===== config.mk =====
export PLATFORM = sky130hd
export DESIGN_NAME = bladp_ctrl
export DESIGN_NICKNAME = d
export VERILOG_FILES = /design/src/bladp_pkg.sv /design/src/bladp_fifo.sv /design/src/bladp_timer.sv /design/src/bladp_ctrl.sv
export SDC_FILE = /design/constraint.sdc
export NUM_CORES = 1
export LEC_CHECK = 0
export BUFFER_PORTS_ARGS = -buffer_cell sky130_fd_sc_hd__buf_2
export CORE_MARGIN = 3
export CORE_UTILIZATION = 65
export DETAILED_ROUTE_END_ITERATION = 12
export GPL_ROUTABILITY_DRIVEN = 0
export GPL_TIMING_DRIVEN = 0
export HOLD_SLACK_MARGIN = 0.03
export PLACE_DENSITY = 0.88
export RECOVER_POWER = 25
export SYNTH_ARGS = -nofsm -noshare
export SYNTH_HDL_FRONTEND = slang
export SYNTH_HIERARCHICAL = 1
export SYNTH_SLANG_ARGS = --single-unit

===== constraint.sdc =====
create_clock -name clk_i -period 13.19 [get_ports clk_i]
set_clock_uncertainty 0.05 [all_clocks]
set_input_delay 1.9785 -clock clk_i [delete_from_list [all_inputs] [get_ports clk_i]]
set_output_delay 1.9785 -clock clk_i [all_outputs]
set_load 0.03 [all_outputs]

===== src/bladp_pkg.sv =====
// package: timing constants and command encodings for the dram port controller
package bladp_pkg;
   // clock
   localparam int CLK_PERIOD_PS = 8000;
   // power-up pause and initial refresh burst
   localparam int POWERUP_WAIT_US = 200;
   localparam int POWERUP_WAIT_CYC = (POWERUP_WAIT_US * 1000000) / CLK_PERIOD_PS;
   localparam int INIT_REFRESH_COUNT = 8;
   // refresh period for all rows
   localparam int REFRESH_PERIOD_MS = 8;
   localparam int REFRESH_ROWS = 512;
   localparam int REFRESH_INTERVAL_CYC = REFRESH_PERIOD_MS * 1000000 / REFRESH_ROWS * 1000 / CLK_PERIOD_PS;
   // strobe timing in picoseconds (slowest speed grade)
   localparam int ROW_PRECHARGE_PS = 70000;
   localparam int ROW_PULSE_WIDTH_PS = 100000;
   localparam int COLUMN_PULSE_WIDTH_PS = 25000;
   localparam int ROW_TO_COLUMN_DELAY_PS = 25000;
   localparam int COLUMN_ADDRESS_HOLD_PS = 20000;
   localparam int REFRESH_COLUMN_SETUP_PS = 10000;
   localparam int REFRESH_COLUMN_HOLD_PS = 30000;
   localparam int COLUMN_TO_WRITE_DELAY_PS = 60000;
   localparam int WRITE_TO_COLUMN_LEAD_PS = 25000;
   localparam int DATA_HOLD_PS = 20000;
   // least times round up to whole cycles
   function automatic int min_cycles(input int ps);
      int c;
      c = (ps + CLK_PERIOD_PS - 1) / CLK_PERIOD_PS;
      return (c < 1) ? 1 : c;
   endfunction : min_cycles
   localparam int ROW_PRECHARGE_CYC = min_cycles(ROW_PRECHARGE_PS);
   localparam int ROW_PULSE_WIDTH_CYC = min_cycles(ROW_PULSE_WIDTH_PS);
   localparam int COLUMN_PULSE_WIDTH_CYC = min_cycles(COLUMN_PULSE_WIDTH_PS);
   localparam int ROW_TO_COLUMN_DELAY_CYC = min_cycles(ROW_TO_COLUMN_DELAY_PS);
   localparam int COLUMN_ADDRESS_HOLD_CYC = min_cycles(COLUMN_ADDRESS_HOLD_PS);
   localparam int REFRESH_COLUMN_SETUP_CYC = min_cycles(REFRESH_COLUMN_SETUP_PS);
   localparam int REFRESH_COLUMN_HOLD_CYC = min_cycles(REFRESH_COLUMN_HOLD_PS);
   localparam int COLUMN_TO_WRITE_DELAY_CYC = min_cycles(COLUMN_TO_WRITE_DELAY_PS);
   localparam int WRITE_TO_COLUMN_LEAD_CYC = min_cycles(WRITE_TO_COLUMN_LEAD_PS);
   localparam int DATA_HOLD_CYC = min_cycles(DATA_HOLD_PS);
   // geometry
   localparam int ADDR_PIN_W = 9;
   localparam int DATA_W = 16;
   localparam int FIFO_DEPTH = 32;
   // request commands
   localparam logic [1:0] CMD_READ = 2'h0;
   localparam logic [1:0] CMD_WRITE = 2'h1;
   localparam logic [1:0] CMD_RMW = 2'h2;
   // strobe idle level
   localparam logic STROBE_IDLE = 1'h1;
endpackage : bladp_pkg


===== src/bladp_fifo.sv =====
// file: synchronous valid/ready fifo for write data
`timescale 1ns/100ps
`default_nettype none
module bladp_fifo #(
   parameter int WIDTH = 16,
   parameter int DEPTH = 32
) (
   input wire logic clk_i,
   input wire logic reset_i,
   input wire logic in_valid_i,
   output logic in_ready_o,
   input wire logic [WIDTH-1:0] in_data_i,
   output logic out_valid_o,
   input wire logic out_ready_i,
   output logic [WIDTH-1:0] out_data_o
);
   localparam int AW = $clog2(DEPTH);
   logic [WIDTH-1:0] mem_q [DEPTH]; // storage array
   logic [AW-1:0] wr_ptr_q; // write index
   logic [AW-1:0] rd_ptr_q; // read index
   logic [AW:0] count_q; // fill level, one bit wider for full
   logic push; // accepted write
   logic pop; // accepted read

   // honest flags straight from the fill level
   assign in_ready_o = (count_q != (AW+1)'(DEPTH));
   assign out_valid_o = (count_q != '0);
   assign out_data_o = mem_q[rd_ptr_q];
   assign push = in_valid_i && in_ready_o;
   assign pop = out_valid_o && out_ready_i;

   // storage, no reset needed on data
   always_ff @(posedge clk_i) begin
      if (push) begin
         mem_q[wr_ptr_q] <= in_data_i;
      end
   end

   // pointers and level
   always_ff @(posedge clk_i or posedge reset_i) begin
      if (reset_i) begin
         wr_ptr_q <= '0;
         rd_ptr_q <= '0;
         count_q <= '0;
      end else begin
         if (push) begin
            wr_ptr_q <= (wr_ptr_q == AW'(DEPTH - 1)) ? '0 : wr_ptr_q + AW'(1);
         end
         if (pop) begin
            rd_ptr_q <= (rd_ptr_q == AW'(DEPTH - 1)) ? '0 : rd_ptr_q + AW'(1);
         end
         case ({push, pop})
            2'b10: count_q <= count_q + (AW+1)'(1);
            2'b01: count_q <= count_q - (AW+1)'(1);
            default: count_q <= count_q;
         endcase
      end
   end
endmodule : bladp_fifo
`default_nettype wire


===== src/bladp_timer.sv =====
// file: loadable down counter used for strobe interval timing
`timescale 1ns/100ps
`default_nettype none
module bladp_timer #(
   parameter int WIDTH = 16
) (
   input wire logic clk_i,
   input wire logic reset_i,
   input wire logic load_i,
   input wire logic [WIDTH-1:0] value_i,
   output logic done_o
);
   logic [WIDTH-1:0] count_q; // remaining cycles

   // load wins over counting; stops at zero
   always_ff @(posedge clk_i or posedge reset_i) begin
      if (reset_i) begin
         count_q <= '0;
      end else if (load_i) begin
         count_q <= value_i;
      end else if (count_q != '0) begin
         count_q <= count_q - WIDTH'(1);
      end
   end

   // done from the count alone, so the load that it causes cannot loop back
   assign done_o = (count_q == '0);
endmodule : bladp_timer
`default_nettype wire


===== src/bladp_ctrl.sv =====
// file: host controller driving the strobe-multiplexed 256k x 16 dram port
`timescale 1ns/100ps
`default_nettype none
module bladp_ctrl #(
   parameter int POWERUP_WAIT_CYC = bladp_pkg::POWERUP_WAIT_CYC,
   parameter int REFRESH_INTERVAL_CYC = bladp_pkg::REFRESH_INTERVAL_CYC,
   parameter int INIT_REFRESH_COUNT = bladp_pkg::INIT_REFRESH_COUNT,
   parameter int FIFO_DEPTH = bladp_pkg::FIFO_DEPTH
) (
   input wire logic clk_i,
   input wire logic reset_i,
   // user request side
   input wire logic req_valid_i,
   output logic req_ready_o,
   input wire logic [1:0] req_cmd_i,
   input wire logic [17:0] req_addr_i,
   input wire logic [1:0] req_lanes_i,
   // user write data stream
   input wire logic wdata_valid_i,
   output logic wdata_ready_o,
   input wire logic [15:0] wdata_i,
   // user read answer
   output logic rdata_valid_o,
   output logic [15:0] rdata_o,
   output logic init_done_o,
   // device pins
   output logic row_strobe_n_o,
   output logic lower_column_strobe_n_o,
   output logic upper_column_strobe_n_o,
   output logic write_enable_n_o,
   output logic output_enable_n_o,
   output logic [8:0] address_pins_o,
   input wire logic [15:0] data_pins_i,
   output logic [15:0] data_pins_o,
   output logic data_pins_oe_o
);
   localparam int TW = 32;

   // controller states, gray along the rmw access path
   typedef enum logic [3:0] {
      ST_POWERUP = 4'h0,
      ST_IDLE = 4'h1,
      ST_ROW = 4'h3,
      ST_COL = 4'h2,
      ST_WRITE = 4'h6,
      ST_RELEASE = 4'h7,
      ST_PRECHARGE = 4'h5,
      ST_REF_SETUP = 4'h4,
      ST_REF_ROW = 4'hC,
      ST_REF_HOLD = 4'hD
   } bladp_state_e;

   bladp_state_e state_q; // current phase
   logic timer_load; // restart interval timer
   logic [TW-1:0] timer_value; // cycles for next phase
   logic timer_done; // interval elapsed
   logic [TW-1:0] refresh_cnt_q; // refresh interval counter
   logic refresh_due_q; // a refresh is owed
   logic [3:0] init_left_q; // initial refreshes still owed
   logic init_done_q; // power-up sequence finished
   logic [1:0] cmd_q; // latched command
   logic [8:0] col_q; // latched column
   logic [1:0] lanes_q; // latched byte lanes, bit0 lower
   logic [15:0] wdata_q; // latched write word
   logic [15:0] din_sync1_q; // first synchroniser stage
   logic [15:0] din_sync2_q; // second synchroniser stage
   logic fifo_valid; // fifo holds a word
   logic [15:0] fifo_data; // fifo head
   logic fifo_pop; // fifo word taken
   logic needs_data; // request is a write or rmw
   logic start_access; // request accepted this cycle

   // write data stream buffered ahead of the pins
   bladp_fifo #(
      .WIDTH(bladp_pkg::DATA_W),
      .DEPTH(FIFO_DEPTH)
   ) u_fifo (
      .clk_i(clk_i),
      .reset_i(reset_i),
      .in_valid_i(wdata_valid_i),
      .in_ready_o(wdata_ready_o),
      .in_data_i(wdata_i),
      .out_valid_o(fifo_valid),
      .out_ready_i(fifo_pop),
      .out_data_o(fifo_data)
   );

   // one timer serves every strobe interval, since phases never overlap
   bladp_timer #(
      .WIDTH(TW)
   ) u_timer (
      .clk_i(clk_i),
      .reset_i(reset_i),
      .load_i(timer_load),
      .value_i(timer_value),
      .done_o(timer_done)
   );

   // write-type requests stall until their data word is in the fifo
   assign needs_data = (req_cmd_i != bladp_pkg::CMD_READ);
   assign start_access = (state_q == ST_IDLE) && init_done_q && !refresh_due_q && req_valid_i
                         && (!needs_data || fifo_valid);
   assign fifo_pop = start_access && needs_data;
   assign req_ready_o = start_access;

   // data pins come from outside the clock domain: two stages before use
   always_ff @(posedge clk_i or posedge reset_i) begin
      if (reset_i) begin
         din_sync1_q <= 16'h0000;
         din_sync2_q <= 16'h0000;
      end else begin
         din_sync1_q <= data_pins_i;
         din_sync2_q <= din_sync1_q;
      end
   end

   // refresh interval: one row owed every interval, counter rows inside device
   always_ff @(posedge clk_i or posedge reset_i) begin
      if (reset_i) begin
         refresh_cnt_q <= '0;
         refresh_due_q <= 1'b0;
      end else begin
         if (refresh_cnt_q >= TW'(REFRESH_INTERVAL_CYC - 1)) begin
            refresh_cnt_q <= '0;
         end else begin
            refresh_cnt_q <= refresh_cnt_q + TW'(1);
         end
         // set wins over clear when both land together
         if (refresh_cnt_q >= TW'(REFRESH_INTERVAL_CYC - 1)) begin
            refresh_due_q <= 1'b1;
         end else if (state_q == ST_REF_SETUP) begin
            refresh_due_q <= 1'b0;
         end
      end
   end

   // timer loads on every phase change except those into idle
   always_comb begin
      timer_load = 1'b0;
      timer_value = '0;
      case (state_q)
         ST_IDLE: begin
            if (init_done_q && refresh_due_q) begin
               timer_load = 1'b1;
               timer_value = TW'(bladp_pkg::REFRESH_COLUMN_SETUP_CYC);
            end else if (start_access) begin
               timer_load = 1'b1;
               timer_value = TW'(bladp_pkg::ROW_TO_COLUMN_DELAY_CYC);
            end else if (!init_done_q && init_left_q != 4'h0) begin
               timer_load = 1'b1;
               timer_value = TW'(bladp_pkg::REFRESH_COLUMN_SETUP_CYC);
            end
         end
         ST_ROW: if (timer_done) begin
            timer_load = 1'b1;
            timer_value = TW'(bladp_pkg::ROW_PULSE_WIDTH_CYC);
         end
         ST_COL: if (timer_done) begin
            timer_load = 1'b1;
            timer_value = TW'(bladp_pkg::WRITE_TO_COLUMN_LEAD_CYC);
         end
         ST_WRITE: if (timer_done) begin
            timer_load = 1'b1;
            timer_value = TW'(bladp_pkg::ROW_PRECHARGE_CYC);
         end
         ST_RELEASE, ST_REF_HOLD: if (timer_done) begin
            timer_load = 1'b1;
            timer_value = TW'(bladp_pkg::ROW_PRECHARGE_CYC);
         end
         ST_REF_SETUP: if (timer_done) begin
            timer_load = 1'b1;
            timer_value = TW'(bladp_pkg::REFRESH_COLUMN_HOLD_CYC);
         end
         ST_REF_ROW: if (timer_done) begin
            timer_load = 1'b1;
            timer_value = TW'(bladp_pkg::ROW_PULSE_WIDTH_CYC);
         end
         ST_POWERUP: if (timer_done) begin
            timer_load = 1'b1;
            timer_value = TW'(bladp_pkg::ROW_PRECHARGE_CYC);
         end
         default: begin
            timer_load = 1'b0;
            timer_value = '0;
         end
      endcase
   end

   // sequencer; the power-up wait has its own counter as it is long
   logic [TW-1:0] powerup_cnt_q; // cycles waited since reset
   always_ff @(posedge clk_i or posedge reset_i) begin
      if (reset_i) begin
         state_q <= ST_POWERUP;
         powerup_cnt_q <= '0;
         init_left_q <= 4'(INIT_REFRESH_COUNT);
         init_done_q <= 1'b0;
         cmd_q <= bladp_pkg::CMD_READ;
         col_q <= 9'h000;
         lanes_q <= 2'h0;
         wdata_q <= 16'h0000;
      end else begin
         case (state_q)
            // strobes stay high throughout the pause
            ST_POWERUP: begin
               if (powerup_cnt_q >= TW'(POWERUP_WAIT_CYC - 1)) begin
                  state_q <= ST_IDLE;
               end else begin
                  powerup_cnt_q <= powerup_cnt_q + TW'(1);
               end
            end
            ST_IDLE: begin
               if (init_done_q && refresh_due_q) begin
                  state_q <= ST_REF_SETUP;
               end else if (start_access) begin
                  cmd_q <= req_cmd_i;
                  col_q <= req_addr_i[8:0];
                  lanes_q <= req_lanes_i;
                  wdata_q <= fifo_data;
                  state_q <= ST_ROW;
               end else if (!init_done_q && init_left_q != 4'h0) begin
                  state_q <= ST_REF_SETUP;
               end
            end
            ST_ROW: if (timer_done) state_q <= ST_COL;
            // read data sampled at end of the column phase, before the column strobes rise, long after access time
            ST_COL: if (timer_done) begin
               state_q <= (cmd_q == bladp_pkg::CMD_RMW) ? ST_WRITE : ST_RELEASE;
            end
            ST_WRITE: if (timer_done) state_q <= ST_RELEASE;
            ST_RELEASE: if (timer_done) state_q <= ST_PRECHARGE;
            ST_PRECHARGE: if (timer_done) state_q <= ST_IDLE;
            ST_REF_SETUP: if (timer_done) state_q <= ST_REF_ROW;
            ST_REF_ROW: if (timer_done) state_q <= ST_REF_HOLD;
            ST_REF_HOLD: if (timer_done) begin
               state_q <= ST_PRECHARGE;
               if (!init_done_q) begin
                  init_left_q <= init_left_q - 4'h1;
                  init_done_q <= (init_left_q == 4'h1);
               end
            end
            default: state_q <= ST_IDLE;
         endcase
      end
   end

   // device pin drive; all pins registered
   always_ff @(posedge clk_i or posedge reset_i) begin
      if (reset_i) begin
         row_strobe_n_o <= bladp_pkg::STROBE_IDLE;
         lower_column_strobe_n_o <= bladp_pkg::STROBE_IDLE;
         upper_column_strobe_n_o <= bladp_pkg::STROBE_IDLE;
         write_enable_n_o <= 1'b1;
         output_enable_n_o <= 1'b1;
         address_pins_o <= 9'h000;
         data_pins_o <= 16'h0000;
         data_pins_oe_o <= 1'b0;
      end else begin
         case (state_q)
            ST_IDLE: begin
               if (start_access) begin
                  // row latched with both column strobes high
                  address_pins_o <= req_addr_i[17:9];
                  row_strobe_n_o <= 1'b0;
                  // early write: enable low before the column strobe
                  write_enable_n_o <= (req_cmd_i != bladp_pkg::CMD_WRITE);
                  output_enable_n_o <= (req_cmd_i == bladp_pkg::CMD_WRITE);
                  data_pins_o <= fifo_data;
                  data_pins_oe_o <= (req_cmd_i == bladp_pkg::CMD_WRITE);
               end else if ((init_done_q && refresh_due_q) || (!init_done_q && init_left_q != 4'h0)) begin
                  // column before row: both strobes low, write-enable high
                  lower_column_strobe_n_o <= 1'b0;
                  upper_column_strobe_n_o <= 1'b0;
                  write_enable_n_o <= 1'b1;
               end
            end
            ST_ROW: if (timer_done) begin
               // column switched in on the same edge as the column strobes fall
               address_pins_o <= col_q;
               lower_column_strobe_n_o <= !lanes_q[0];
               upper_column_strobe_n_o <= !lanes_q[1];
            end
            ST_COL: if (timer_done && cmd_q == bladp_pkg::CMD_RMW) begin
               // late write after output sampled: drop output enable and drive on the same edge
               output_enable_n_o <= 1'b1;
               write_enable_n_o <= 1'b0;
               data_pins_o <= wdata_q;
               data_pins_oe_o <= 1'b1;
            end
            ST_REF_SETUP: if (timer_done) row_strobe_n_o <= 1'b0;
            ST_REF_ROW: if (timer_done) begin
               lower_column_strobe_n_o <= 1'b1;
               upper_column_strobe_n_o <= 1'b1;
            end
            ST_RELEASE, ST_REF_HOLD: if (timer_done) begin
               // all strobes driven high here (after a refresh the column strobes are already high); write enable and data drive held until the precharge phase ends
               row_strobe_n_o <= 1'b1;
               lower_column_strobe_n_o <= 1'b1;
               upper_column_strobe_n_o <= 1'b1;
               output_enable_n_o <= 1'b1;
            end
            ST_PRECHARGE: if (timer_done) begin
               write_enable_n_o <= 1'b1;
               data_pins_oe_o <= 1'b0;
            end
            default: begin
               row_strobe_n_o <= row_strobe_n_o;
            end
         endcase
      end
   end

   // read answer: captured at the end of the column phase, while the column strobes are still low
   always_ff @(posedge clk_i or posedge reset_i) begin
      if (reset_i) begin
         rdata_valid_o <= 1'b0;
         rdata_o <= 16'h0000;
         init_done_o <= 1'b0;
      end else begin
         init_done_o <= init_done_q;
         rdata_valid_o <= (state_q == ST_COL) && timer_done && (cmd_q != bladp_pkg::CMD_WRITE);
         if ((state_q == ST_COL) && timer_done) begin
            // unselected lanes read as zero
            rdata_o <= din_sync2_q & {{8{lanes_q[1]}}, {8{lanes_q[0]}}};
         end
      end
   end
endmodule : bladp_ctrl
`default_nettype wire


; After elaboration in Yosys (flattened, before gate mapping)
; Memory sizes are Yosys's and may differ from the RTL's.
; Cells that the tools add are included.
[word_totals]
register_bits = 232
ram_bits = 512
elab_cells = 188
output_inout_bits = 51
inputBits = 58
memories = 1
[memory_table]
columns = memory, words, width, rd, rd_ports_with_merged_regs, wr, line
row1 = u_fifo.mem_q, 32, 16, 1, 0, 1, bladp_fifo.sv:18  ; logic [WIDTH-1:0] mem_q [DEPTH];
[op_classes]
addsub = 8
magnitude_cmp = 2
bitwise = 4
n_eq_ne = 34
muxes = 60
reduce_logical = 52
[op_table]
columns = operator, count
row1 = $pmux W32 S4, 1
row2 = $mux W32, 3
row3 = $add A32 B1 Y32 const B, 2
row4 = $mux W4, 13
row5 = $pmux W4 S9, 1
row6 = $ge A32 B11 Y1 const B, 1
row7 = $ge A32 B15 Y1 const B, 1
row8 = $logic_not A32 Y1, 1
row9 = $mux W16, 2
row10 = $pmux W16 S2, 1
row11 = $reduce_bool A32 Y1, 1
row12 = $sub A32 B1 Y32 const B, 1
row13 = $mux W1, 22
row14 = $ne A2 B2 Y1 const B, 10
row15 = $mux W9, 2
row16 = $pmux W1 S3, 6
row17 = $pmux W9 S2, 1
row18 = $and A16 B16 Y16, 1
row19 = $eq A4 B3 Y1 const B, 4
row20 = $reduce_and A4 Y1, 4
row21 = $logic_and A1 B1 Y1, 12
row22 = $pmux W6 S2, 1
row23 = $reduce_and A3 Y1, 4
row24 = $reduce_bool A2 Y1, 6
row25 = 32 further kinds, 59

; Depth between registers and ports, before layout
[logic_depth]
word_depth = 9
depth_mapped = 16
depth_no_buf = 15

; Modules after synthesis
; The synthesis kept the hierarchy.
[by_module_without_submodules]
columns = mod, cells_per_inst, area_each_um2, instances, seq_area_each_um2
row1 = bladp_fifo, 992, 20746.1, 1, 15775.1
row2 = bladp_ctrl, 660, 7081.8, 1, 4611.9
row3 = bladp_timer, 208, 1880.6, 1, 800.8

; Worst setup path after synthesis
; OpenSTA, ideal clock, no wires.
[synth_path]
kind = input to output
startpoint = in req_cmd_i[1]
endpoint = out req_ready_o
cell_stages = 5
setup_slack_ps = 8077
n_path_buf = 1
arrival_ps = 3084
required_ps = 11161
path_cell_list = nor2_1 -> o211ai_1 -> nand2b_1 -> inv_2 -> clkbuf_1
[synth_via]
elab_chain_cells = 4
[synth_rtl]
columns = item, line
row1 = "start, declared", bladp_ctrl.sv:15  ; input wire logic [1:0] req_cmd_i,
row2 = $reduce_bool A2 Y1, bladp_ctrl.sv:100  ; assign needs_data = (req_cmd_i != bladp_pkg::CMD_READ);
row3 = $logic_not A1 Y1, bladp_ctrl.sv:102  ; && (!needs_data || fifo_valid);
row4 = $logic_or A1 B1 Y1, bladp_ctrl.sv:102
row5 = $logic_and A1 B1 Y1, bladp_ctrl.sv:102
row6 = "end, declared", bladp_ctrl.sv:14  ; output logic req_ready_o,
; Every way passes these cells.

; Final worst setup path
; Ends and elaborated chain as after synthesis.

==> flow_metrics.tcl <==
set metrics [dict create \
    outcome "finished, violations left" \
    failing_checks "max-capacitance violations, max-slew violations" \
    cts_resized 0 \
    nFillCells 2483 \
    detailroute.via_count 17819 \
    synth_enable_flop_cells 512 \
    die-area_um2 48300 \
    cts_made_buffers 72 \
    design.final.nets 2179 \
    synth-warning-count 6 \
    postCtsHoldBufs 0 \
    cts_num_sinks 744 \
    crit_fanout 10 \
    gr-max-usage-layer "met2" \
    max_clock_buf_depth 3 \
    placedInstanceArea_um2 31400 \
    ys_seq_area_share_pct 71.3 \
    final.period_utilization_pct 44.3 \
    die_y_um 220 \
    mean_instance_size_in_the_synthesized_netlist_um2 16.0 \
    area.growth.synth_to_final_pct 13.5 \
    critPathRequiredTime_ps 11160 \
    setup_tns_ps 0 \
    setup_repair_after_global_routing_missed_its_margin "false" \
    postSynthCellCount 1860 \
    fmax_mhz 171 \
    globalRouteMet2Util_pct 49.9 \
    drv_slew 347 \
    initial_utilization_pct 66.5 \
    drt_wl_total_mm 71.4 \
    syn-cell-area_um2 29700 \
    io-pin-count 109 \
    grt_max_degree 104 \
    clk_transition_reported_paths_ps 60 \
    grt_first_pass_wirelength_mm 107 \
    drt-pass1-iter-count 6 \
    cts_tree "built" \
    timing_hold_violations_final 0 \
    final.min_clock_period_ps 5850 \
    initial_antenna_violation_count 0 \
    leak_pwr_uw 0.0121 \
    timing.final.setup_violations 0 \
    total_power_uw 5040 \
    global_route.usage.met1_pct 40.0 \
    post-cts-setup-buffers 0 \
    grt.total_usage_pct 30.1 \
    grt_pass1_vias 17980 \
    global_route.overflow_total 0 \
    port_buffers 108 \
    drtAntennaViolNets 0 \
    startpoint_type_of_the_worst_setup_path "input pin" \
    setup.worst_path.class "in2out" \
    finalInstanceArea_um2 33700 \
    floorplan_die_width_um 220 \
    viasPerCell 6.49 \
    cp_data_arrival_time_ps 3820 \
    post_route_cells_drive_above_1_share_pct 18.8 \
    postSynth.asyncResetShare_pct 31.2 \
    core_region_area_um2 44700 \
    hold_ws_ps 299 \
    drt_first_iter_violations 2369 \
    cellPowerDensity_nw_per_um2 149 \
    dp.final_hpwl_mm 44.7 \
    cap_violations 10 \
    ys_seq_elements 744 \
    core.rowCount 77 \
    worst_skew_pair.late_latency_ps 610 \
    clk_tree_root_cell "clkbuf_16" \
    maxSlewHeadroom_pct -138 \
    setup.worst_path.end_class "output port" \
    post-place-ws_ps 7400 \
    synth-main-ff-cell "edfxtp_1" \
    met3_layer_usage_reported_by_global_route_pct 6.12 \
    route.detailed.wl_per_inst_um 26.0 \
    hold_path.class "reg2reg" \
    final.setup.worst_slack_ps 7340 \
    synth_cell_type_count 83 \
    tightest_slew_ps 3540 \
    drt_drc_violations_left 0 \
    vdd_drop_max_v 0.000145 \
    clock_tree.htree_level_count 3 \
    antenna_cells 0 \
]
[flip-flops by register name, summed over array words and instances (netlist names), 2 cells and up]
signal,cells
u_fifo/mem_q,512
powerup_cnt_q,32
refresh_cnt_q,32
u_timer/count_q,32
data_pins_o,16
din_sync1_q,16
din_sync2_q,16
rdata_o,16
wdata_q,16
address_pins_o,9
col_q,9
u_fifo/count_q,6
u_fifo/rd_ptr_q,5
u_fifo/wr_ptr_q,5
init_left_q,4
state_q,4
cmd_q,2
lanes_q,2
[synth_stat cells (11+ instances only)]
master,n,area share [%]
mux4_1,11,0.97
ha_1,19,0.80
a21oi_1,45,0.76
nand2b_1,11,0.23
xnor2_1,43,1.3
inv_1,29,0.37
a22o_1,16,0.47
nor3_1,15,0.25
and3_1,11,0.23
nor2_1,100,1.3
nand2_1,209,2.6
o31ai_1,19,0.48
nor2b_1,12,0.25
xor2_1,11,0.32
o21ai_0,69,1.2
buf_2,20,0.34
mux2i_1,84,2.8
o221ai_1,16,0.47
a22oi_1,16,0.40
buf_6,13,0.49
nand3_1,24,0.40
nor4_1,19,0.40
dfrtp_1,226,19
mux4_2,85,6.4
o22ai_1,24,0.51
clkbuf_1,57,0.72
edfxtp_1,512,52
[worst max-delay path, cell delays in order]
cell and delay, ps:
buf_2 110, nor2_1 150, o211ai_1 290, nand2b_1 340, inv_2 140, clkbuf_1 500
buf_2 310
[where the power goes]
part | switching [µW] | internal (µW) | total [µW]
sequential | 51.5 | 2620 | 2670
combinational | 235 | 90.8 | 326
clock | 847 | 1190 | 2040
total | 1130 | 3910 | 5040
[per-stage QoR]
step	std cells	util (%)
2_1_floorplan	1908	-
3_3_place_gp	2608	69.7
3_5_place_dp	2618	70.1
4_1_cts	2746	75.4
5_1_grt	2747	75.4
6_report	2747	75.4
[cells in the final DEF (no fill, tap or decap), drive strengths merged, types with 24 or more instances in the layout]
| cell type | n |
|---|---|
| a21oi | 46 |
| buf | 151 |
| clkbuf | 174 |
| conb | 49 |
| dfrtp | 226 |
| edfxtp | 512 |
| inv | 31 |
| mux2i | 84 |
| mux4 | 96 |
| nand2 | 210 |
| nand3 | 24 |
| nor2 | 100 |
| o21ai | 76 |
| o22ai | 24 |
| xnor2 | 43 |
[path summary, 6_finish.rpt]
check | startpoint | depth (start not counted) | slack [ps] | to
worst max-delay path | req_cmd_i[1] | 7 | 7340 | req_ready_o
worst min-delay path | din_sync1_q[8] | 0 | 300 | din_sync2_q[8]
worst max register to register | u_fifo/count_q[0] | 15 | 8330 | u_fifo/count_q[5]
worst min register to register | din_sync1_q[8] | 0 | 300 | din_sync2_q[8]
max in group asynchronous | reset_i | 2 | 9030 | data_pins_o[11]
min in group asynchronous | reset_i | 2 | 1550 | u_fifo/count_q[0]
[per-layer routing]
metal / up-vias / part of all wire [%]
met5: - / 0
met4: 0 / 4.2
met3: 229 / 9.6
met2: 1149 / 50
met1: 8934 / 36
li1: 7507 / -
[layout make-up]
cell class	instances	area [µm²]	area share (%)
buffer	110	657	1.95
clock buffer	104	2110	6.26
clock inverter	24	230	0.683
inverter	30	114	0.338
multi-input combinational	1024	8000	23.7
sequential	744	21200	62.8
tap	592	741	2.20
timing repair buffer	119	681	2.02
[logic make-up (layout without fill, tap and decap cells)]
logic type | Yosys count | after routing | synth area share (%)
multiplexers | 187 | 187 | 10.5
other | 1 | 49 | 0.0126
XOR/XNOR | 54 | 54 | 1.59
AND/OR/NAND/NOR | 446 | 446 | 6.96
flip-flops | 744 | 744 | 71.3
AO/OA/AOI/OAI | 268 | 268 | 6.15
buffers and inverters | 140 | 387 | 2.59
adder cells (fa/ha/maj) | 20 | 20 | 0.868
(Power assumes the default switching activity.)
